==> config.mk <==
export PLATFORM = sky130hd
export DESIGN_NAME = ivr_top
export DESIGN_NICKNAME = d
export VERILOG_FILES = /design/src/shared/ivr_pkg.sv /design/src/logic/ivr_boot_map.sv /design/src/logic/ivr_unlock.sv /design/src/logic/ivr_top.sv
export VERILOG_INCLUDE_DIRS = /design/src /design/src/shared
export SDC_FILE = /design/constraint.sdc
export NUM_CORES = 1
export LEC_CHECK = 0
export BUFFER_PORTS_ARGS = -buffer_cell sky130_fd_sc_hd__buf_2
export CORE_MARGIN = 10
export CORE_UTILIZATION = 30
export CTS_BUF_LIST = sky130_fd_sc_hd__clkbuf_2
export CTS_CLUSTER_DIAMETER = 60
export DETAILED_ROUTE_END_ITERATION = 10
export PLACE_DENSITY = 0.67
export SYNTH_ARGS = -nofsm -noshare
export SYNTH_HDL_FRONTEND = slang
export SYNTH_SLANG_ARGS = --single-unit
export TNS_END_PERCENT = 5
==> constraint.sdc <==
create_clock -name clk_i -period 4.6 [get_ports clk_i]
set_clock_uncertainty 0.2 [all_clocks]
set_input_delay 0.46 -clock clk_i [delete_from_list [all_inputs] [get_ports clk_i]]
set_output_delay 0.46 -clock clk_i [all_outputs]
set_load 0.01 [all_outputs]
==> src/shared/ivr_params.svh <==
`ifndef IVR_PARAMS_SVH
`define IVR_PARAMS_SVH

// Register map, byte addresses on the bus
`define IVR_MCU_CONTROL_ADDR 8'h00
`define IVR_STATUS_ADDR 8'h04
`define IVR_CONFIG_ADDR 8'h08
`define IVR_RESET_ENTRY_ADDR 8'h0c
`define IVR_VECTOR_BASE_ADDR 8'h10

// Field positions in the control register
`define IVR_CHANGE_EN_BIT 0
`define IVR_SELECT_BIT 1

// Field positions in the configuration register
`define IVR_BOOT_RESET_FUSE_BIT 0
`define IVR_BOOT_SIZE_LSB 1
`define IVR_APP_LOCK_BIT 3
`define IVR_BOOT_LOCK_BIT 4
`define IVR_GLOBAL_IE_BIT 5

// Field positions in the status register
`define IVR_STAT_MASKED_BIT 0
`define IVR_STAT_BLOCKED_BIT 1
`define IVR_STAT_EXEC_BOOT_BIT 2

// Reset values
`define IVR_CONTROL_RESET 8'h00
`define IVR_CONFIG_RESET 8'h3f

// Unlock window in system clock cycles
`define IVR_UNLOCK_CYCLES 3'h4

// Flash geometry, word addresses
`define IVR_FLASH_TOP 14'h2000
`define IVR_BOOT_2K_WORDS 14'h0400
`define IVR_VECTOR_OFFSET 14'h0002
`define IVR_APP_VECTOR_BASE 14'h0001
`define IVR_RESET_APP 14'h0000

`endif

==> src/shared/ivr_pkg.sv <==
`default_nettype none
package ivr_pkg;
  typedef enum logic [1:0] {
    IVR_IDLE,
    IVR_ARMED
  } ivr_unlock_state_t;

  typedef logic [13:0] ivr_word_addr_t;
endpackage
`default_nettype wire

==> src/logic/ivr_boot_map.sv <==
`include "ivr_params.svh"
`default_nettype none
module ivr_boot_map
  import ivr_pkg::*;
(
  // Fuse inputs and vector table select
  input wire logic [1:0] boot_size_fuses_i,
  input wire logic boot_reset_fuse_i,
  input wire logic vector_table_select_i,
  // Address outputs
  output ivr_word_addr_t boot_start_o,
  output ivr_word_addr_t reset_entry_o,
  output ivr_word_addr_t vector_base_o
);
  ivr_word_addr_t boot_words;

  // Fuses 2'b00 give the largest section, 2'b11 the smallest
  always_comb begin
    boot_words = `IVR_BOOT_2K_WORDS >> boot_size_fuses_i;
  end

  assign boot_start_o = `IVR_FLASH_TOP - boot_words;
  // Fuse low means programmed
  assign reset_entry_o = boot_reset_fuse_i ? `IVR_RESET_APP
                                           : boot_start_o;
  assign vector_base_o = vector_table_select_i
      ? boot_start_o + `IVR_VECTOR_OFFSET
      : `IVR_APP_VECTOR_BASE;
endmodule
`default_nettype wire

==> src/logic/ivr_unlock.sv <==
`include "ivr_params.svh"
`default_nettype none
module ivr_unlock
  import ivr_pkg::*;
(
  // Clock and reset
  input wire logic clk_i,
  input wire logic rst_i,
  // Control register writes
  input wire logic wr_i,
  input wire logic change_en_i,
  input wire logic select_i,
  // State
  output logic change_en_o,
  output logic select_o,
  output logic mask_o
);
  ivr_unlock_state_t state;
  logic [2:0] count;
  logic hold_one;

  always_ff @(posedge clk_i) begin
    if (rst_i) begin
      state <= IVR_IDLE;
      count <= 3'h0;
      select_o <= 1'b0;
    end else begin
      case (state)
        IVR_IDLE: begin
          if (wr_i && change_en_i) begin
            state <= IVR_ARMED;
            count <= `IVR_UNLOCK_CYCLES - 3'h1;
          end
        end
        IVR_ARMED: begin
          if (wr_i && !change_en_i) begin
            select_o <= select_i;
            state <= IVR_IDLE;
          end else if (wr_i) begin
            // Rewriting the enable restarts its window
            count <= `IVR_UNLOCK_CYCLES - 3'h1;
          end else if (count == 3'h0) begin
            state <= IVR_IDLE;
          end else begin
            count <= count - 3'h1;
          end
        end
        default: state <= IVR_IDLE;
      endcase
    end
  end

  // Keeps masking for the instruction after the select write
  always_ff @(posedge clk_i) begin
    if (rst_i) begin
      hold_one <= 1'b0;
    end else begin
      hold_one <= state == IVR_ARMED && wr_i && !change_en_i;
    end
  end

  assign change_en_o = state == IVR_ARMED;
  // Combinational so masking starts in the enable write cycle
  assign mask_o = change_en_o || hold_one ||
                  (state == IVR_IDLE && wr_i && change_en_i);
endmodule
`default_nettype wire

==> src/logic/ivr_top.sv <==
// Overview of operation
// - Select zero places vectors at the start of flash.
// - Select one places vectors at the boot section start.
// - Boot section start comes from the boot size fuses.
// - Select updates only if written, enable zero, within four cycles.
// - Interrupts masked from enable set until after the select write.
// - Without select write, masking lasts five cycles, the enable write cycle included.
// - Automatic masking leaves the global interrupt enable untouched.
// - Enable clears after four cycles or on select write.
// - Boot vectors plus application lock block interrupts in application.
// - Application vectors plus boot lock block interrupts in boot code.
// - 2K boot section: reset at 0x1c00, vectors from 0x1c02.
// - Boot reset fuse picks the reset entry; the boot size fuses set its boot address.
//
// Chosen here: the address map and the Wishbone register port.
`include "ivr_params.svh"
`default_nettype none
module ivr_top
  import ivr_pkg::*;
(
  // Clock and reset
  input wire logic clk_i,
  input wire logic rst_i,
  // Wishbone slave
  input wire logic cyc_i,
  input wire logic stb_i,
  input wire logic we_i,
  input wire logic [7:0] adr_i,
  input wire logic [3:0] sel_i,
  input wire logic [31:0] dat_i,
  output logic [31:0] dat_o,
  output logic ack_o,
  output logic err_o,
  // Core interface
  input wire logic [13:0] pc_i,
  input wire logic irq_req_i,
  output logic irq_take_o,
  output ivr_word_addr_t vector_base_o,
  output ivr_word_addr_t reset_entry_o
);
  ////////////////////////////////////////////////////////////////////////////
  logic [7:0] config_reg;
  logic req;
  logic wr_ctrl;
  logic change_en;
  logic select;
  logic mask;
  logic exec_boot;
  logic blocked;
  ivr_word_addr_t boot_start;
  ivr_word_addr_t next_vector_base;
  ivr_word_addr_t next_reset_entry;
  logic [31:0] next_dat;
  logic next_err;

  // An error answer also blocks a second take of the same request
  assign req = cyc_i && stb_i && !ack_o && !err_o;
  assign wr_ctrl = req && we_i && sel_i[0] &&
                   adr_i == `IVR_MCU_CONTROL_ADDR;

  ////////////////////////////////////////////////////////////////////////////
  ivr_unlock u_unlock (
    .clk_i(clk_i),
    .rst_i(rst_i),
    .wr_i(wr_ctrl),
    .change_en_i(dat_i[`IVR_CHANGE_EN_BIT]),
    .select_i(dat_i[`IVR_SELECT_BIT]),
    .change_en_o(change_en),
    .select_o(select),
    .mask_o(mask)
  );

  ivr_boot_map u_map (
    .boot_size_fuses_i(config_reg[`IVR_BOOT_SIZE_LSB +: 2]),
    .boot_reset_fuse_i(config_reg[`IVR_BOOT_RESET_FUSE_BIT]),
    .vector_table_select_i(select),
    .boot_start_o(boot_start),
    .reset_entry_o(next_reset_entry),
    .vector_base_o(next_vector_base)
  );

  ////////////////////////////////////////////////////////////////////////////
  // Lock bits are active low like the fuses: zero means programmed
  assign exec_boot = pc_i >= boot_start;
  assign blocked =
      (select && !config_reg[`IVR_APP_LOCK_BIT] && !exec_boot) ||
      (!select && !config_reg[`IVR_BOOT_LOCK_BIT] && exec_boot);

  // Global enable is only read here, never written by the mask path
  assign irq_take_o = irq_req_i && config_reg[`IVR_GLOBAL_IE_BIT] &&
                      !mask && !blocked;

  always_ff @(posedge clk_i) begin
    if (rst_i) begin
      vector_base_o <= `IVR_APP_VECTOR_BASE;
      reset_entry_o <= `IVR_RESET_APP;
    end else begin
      vector_base_o <= next_vector_base;
      reset_entry_o <= next_reset_entry;
    end
  end

  ////////////////////////////////////////////////////////////////////////////
  // Fuses and lock bits live in a software register; real silicon straps
  always_ff @(posedge clk_i) begin
    if (rst_i) begin
      config_reg <= `IVR_CONFIG_RESET;
    end else if (req && we_i && sel_i[0] &&
                 adr_i == `IVR_CONFIG_ADDR) begin
      config_reg <= dat_i[7:0];
    end
  end

  always_comb begin
    next_dat = 32'h0000_0000;
    next_err = 1'b0;
    if (adr_i == `IVR_MCU_CONTROL_ADDR) begin
      next_dat[`IVR_CHANGE_EN_BIT] = change_en;
      next_dat[`IVR_SELECT_BIT] = select;
    end else if (adr_i == `IVR_STATUS_ADDR) begin
      next_dat[`IVR_STAT_MASKED_BIT] = mask;
      next_dat[`IVR_STAT_BLOCKED_BIT] = blocked;
      next_dat[`IVR_STAT_EXEC_BOOT_BIT] = exec_boot;
    end else if (adr_i == `IVR_CONFIG_ADDR) begin
      next_dat[7:0] = config_reg;
    end else if (adr_i == `IVR_RESET_ENTRY_ADDR) begin
      next_dat[13:0] = reset_entry_o;
    end else if (adr_i == `IVR_VECTOR_BASE_ADDR) begin
      next_dat[13:0] = vector_base_o;
    end else begin
      next_err = 1'b1;
    end
  end

  always_ff @(posedge clk_i) begin
    if (rst_i) begin
      ack_o <= 1'b0;
      err_o <= 1'b0;
      dat_o <= 32'h0000_0000;
    end else begin
      ack_o <= req && !next_err;
      err_o <= req && next_err;
      dat_o <= req ? next_dat : 32'h0000_0000;
    end
  end
endmodule
`default_nettype wire

Word-level counts from Yosys, hierarchy flattened:

Cells that the tools add are included.

* bitwise operators: 2
* shift-type cells: 1
* equal/unequal tests: 10
* reduce and logical (&&, ||, !) cells: 48
* mux-type cells: 20
* $lt $le $gt $ge: 1
* $add $sub $neg: 3

Operators by type and width (number)
* $mux 14: 2
* $logic_and 1x1->1: 22
* $eq 8x4->1 const B: 2
* $mux 3: 5
* $add 14x2->14 const B: 1
* $ge 14x14->1: 1
* $shr 11x2->14 const A: 1
* $sub 14x14->14 const A: 1
* $logic_not 1->1: 10
* $mux 2: 5
* $eq 8x3->1 const B: 1
* $eq 8x5->1 const B: 1
* $logic_not 8->1: 1
* $mux 8: 1
* $pmux 3 s2: 1
* $reduce_or 2->1: 3
* $mux 1: 5
* $reduce_or 5->1: 1
* $pmux 2 s2: 1
* $reduce_and 4->1: 1
* $reduce_or 4->1: 1
* $logic_not 3->1: 1
* $logic_or 1x1->1: 3
* $ne 3x1->1 const B: 1
* other kinds (12): 13

* input bits: 64
* word-level logic and storage cells: 99
* output and inout port bits: 63
* register bits: 77

Longest topological paths before layout:

* depth in word-level cells: 12
* gate-level depth with buffers: 10
* depth with buffers taken out: 10

Cells and area by module:

A second synthesis with hierarchy kept.

* cell total of the unflattened synthesis: 328
* area total of the unflattened synthesis: 2945.3 sq um

By module, submodules not included
* ivr_top: sequential area each 1041.0 sq um, area an instance 2363.5 sq um, cells an instance 254, instances 1
* ivr_boot_map: sequential area each 0.0 sq um, area an instance 321.6 sq um, cells an instance 47, instances 1
* ivr_unlock: sequential area each 120.1 sq um, area an instance 260.2 sq um, cells an instance 27, instances 1

Worst setup path after synthesis:

Ideal clock, no wire load.

* path kind: register to output
* start point: register config_reg[2]
* end point: output irq_take_o
* data required time: 3.940 ns
* stages on the path, launching flop included: 11
* setup slack: 1.997 ns
* data arrival time: 1.943 ns
* buffers on the path: 0
* cells stage by stage: dfxtp_1 nand2_1 ha_1 nand2_1 inv_1 ha_1 a21oi_1 nand4b_1 a31oi_1 mux2i_1 and2_1

* cells in the longest elaborated chain, start to end: 8
* elaborated cells on any way between the ends: 9
* classes of those cells: 1 x add/sub; 1 x order compare; 1 x shift; 6 x reduce/logical

RTL lines
* start, declared: RTL line ivr_top.sv:42 `logic [7:0] config_reg;`
* start signal, assigned: RTL line ivr_top.sv:107 `` config_reg <= `IVR_CONFIG_RESET; ``
* start signal, assigned: RTL line ivr_top.sv:110 `config_reg <= dat_i[7:0];`
* $shr 11x2->14 (no line) (*)
* $sub 14x14->14 (no line) (*)
* net boot_start[13]: RTL line ivr_top.sv:50 `ivr_word_addr_t boot_start;`
* $ge 14x14->1 (*): RTL line ivr_top.sv:84 `assign exec_boot = pc_i >= boot_start;`
* $logic_not 1->1: RTL line ivr_top.sv:86 `` (select && !config_reg[`IVR_APP_LOCK_BIT] && !exec_boot) || ``
* $logic_and 1x1->1: RTL line ivr_top.sv:86
* $logic_or 1x1->1 (*): RTL line ivr_top.sv:86
* $logic_not 1->1 (*): RTL line ivr_top.sv:91 `!mask && !blocked;`
* $logic_and 1x1->1 (*): RTL line ivr_top.sv:90 `` assign irq_take_o = irq_req_i && config_reg[`IVR_GLOBAL_IE_BIT] && ``
* end, declared: RTL line ivr_top.sv:37 `output logic irq_take_o,`

The timed path passes the listed nets; every way through them passes the cells marked *.

Worst setup path in the final report:

Ends and elaborated chain as after synthesis.

==> run metrics <==
max reg flops=14; net switching power=168 uW; crit-path max FO=7; number of enable flip-flop cells after synthesis=0; Worst setup EP type=output pin; crit path kind=reg2out; RR Startpoint=config_reg[2]; RR Endpoint=dat_o[1]; routed vias/inst=roughly 4.3; Setup-failing EPs final=0; grt ovf=0; I/O Buffers=between 60 and 70; Critical Path RT=3940 ps; Gate power share=0.088; Hold Crit Class=in2reg; biggest area consumer among synthesized cells=dfxtp_1; Die ar.=10900 um^2; Slew headroom=0.607; die width=104 um; post-DR wirelength/cell=13.1 um; Hold Path Depth=3; Mapped Area=2140 um^2; R2R Setup Slk=slightly below 2000 ps; DP Wirelength=4.18 mm; Final ANT Viol Nets=0; vias in the first global route=1779; # DRC=0; Seq pwr share=0.641; Netlist cell types=42; RePlAce Congestion=between 0.8 and 0.9; Critical Path AT=2910 ps; gate count of the mapped netlist=234; I/O pin total=127; Clock H-tree levels=2; number of diodes=0; TritonCTS buffer count=5; core area=just under 7000 um^2; pre-CTS setup slack=1450 ps; internal power=around 460 uW; CTS tree=yes; Tmin final=3570 ps; Pre-Repair DR Iteration Count=4; max-cap viol count=0; Final Max Tran Viols=0; FF-to-FF path depth=10; PnR worst setup slack=1030 ps; CTS Root Cell=clkbuf_2; YS warnings=0; RSZ-0062 raised after global routing=no; global-route wire length before repair=8.41 mm; hold_sp=dat_i[6]; Leak=1.19 nW; power per cell area=approximately 250 nW/um^2; post-synthesis sequential area ratio=0.431; share of cells above drive strength 1=0.267; Clock power frac=0.271; Die Y=104 um; CTS resizes=0; synthesized flop and latch total=46; Peak Freq=280 MHz; post-synth top area share=0.431; Sw Share=0.269; VDD IR max=roughly 0.000084 V; antenna violations before repair=0; Async SR Flop Fraction=0; nets=roughly 370; CTS Sinks=46; top cells by area, synth=dfxtp_1 43%, buf_4 11%, nor2_1 5.4%; Clock transition at path regs=approximately 240 ps; area delta synth->final=15.2%; GRT Util Overall=0.0917; Clock Path Buffers=2; outcome=finished, final reports clean; via count=1678; Final period util=0.776; Tightest Pin Transition=584 ps; Primary FF master, synth=dfxtp_1; num rows=30; CP Launch Type=flop; Hold Crit Endpoint=config_reg[6]; # Post-CTS Setup Buffers=0; Post-Place Cell Area=2420 um^2; syn_area_per_cell=9.14 um^2; iteration-0 DRC count of the detailed router=78; largest net degree at the start of global routing=28; total wire length=5.12 mm; Initial Utilization=0.311; Clk Latency, worst-skew pair=400 ps; Hold Fails Final Rpt=0; Hold-fix buffers, CTS=0; setup_tns=0 ps; Design Area, Final=2460 um^2
metal layers:
metal	wire length, um	GRT usage	vias to the layer above
met4	78	0.0388	0
met2	2290	0.147	68
li1	-	-	857
met3	426	0.0322	4
met1	2330	0.108	749
met5	0	0	-
through the flow:
step	instances	power (mW)	util	hold slack [ps]
2_1_floorplan	265	0.462	-	224
3_3_place_gp	384	0.461	0.352	245
3_5_place_dp	384	0.462	0.352	255
4_1_cts	392	0.632	0.358	37.4
5_1_grt	392	0.652	0.358	17.2
6_report	392	0.625	0.358	72.7
cell families after synthesis:
kind of cell	count (synthesis)	synth area share
AO/OA/AOI/OAI	34	0.123
flip-flops	46	0.431
multiplexers	4	0.0187
other	1	0.00175
buffers and inverters	51	0.146
adder cells (fa/ha/maj)	10	0.0573
AND/OR/NAND/NOR	88	0.222
layout make-up:
cell class / instances / area (um^2)
Clock buffer: 5 / 25.0
Tap cell: 96 / 120
Clock inverter: 3 / 20.0
Inverter: 12 / 45.0
Sequential cell: 46 / 921
Timing Repair Buffer: 62 / 310
Multi-Input combinational cell: 168 / 1020
Fill cell: 726 / 4410
critical path: stages (launching register included):
cell      delay, ps
dfxtp_1         510
nand2_1         190
ha_1            260
nand2_1         130
inv_1           100
ha_1            180
a21oi_1         160
nand4b_1        120
a31oi_1         290
mux2i_1         300
and2_1          160
buf_2           130
power by group through the flow:
stage | combinational, mW | sequential [mW] | clock [mW]
final | 0.0551 | 0.400 | 0.169
after global routing | 0.0625 | 0.401 | 0.189
after CTS | 0.0541 | 0.401 | 0.177
after detailed placement | 0.0538 | 0.408 | 0
after global placement | 0.0529 | 0.408 | 0
after floorplan | 0.0537 | 0.408 | 0
cells in the mapped netlist (all sizes together) (6+ instances only):
cell type	number
a211o	6
a22oi	8
buf	32
clkbuf	7
dfxtp	46
ha	9
inv	12
nand2	13
nor2	31
nor2b	10
nor3	8
layout by cell type (no fill, tap or decap), types with 2 or more instances in the layout:
cell / synthesis / final
buf_2: 1 / 62
dfxtp_1: 46 / 46
conb_1: 1 / 32
nor2_1: 31 / 31
nand2_1: 13 / 13
inv_1: 12 / 12
nor2b_1: 10 / 10
ha_1: 9 / 9
a22oi_1: 8 / 8
nor3_1: 7 / 7
a211o_1: 6 / 6
nand2b_1: 5 / 5
and2_1: 5 / 5
clkbuf_2: 0 / 5
o21ai_0: 4 / 4
a21oi_1: 4 / 4
mux2i_1: 4 / 4
and3_1: 3 / 3
nand4_1: 2 / 2
a31oi_1: 2 / 2
nand3_1: 2 / 2
o32a_1: 2 / 2
a311oi_1: 2 / 2
worst max-delay path by stage:
stage | slack, ps | end | from
after global placement | 1470 | irq_take_o | config_reg[2]
after floorplan | 2000 | irq_take_o | config_reg[2]
after global routing | 760 | irq_take_o | config_reg[2]
after CTS | 960 | irq_take_o | config_reg[2]
after detailed placement | 1450 | irq_take_o | config_reg[2]
final | 1030 | irq_take_o | config_reg[2]
(Power assumes the default switching activity.)
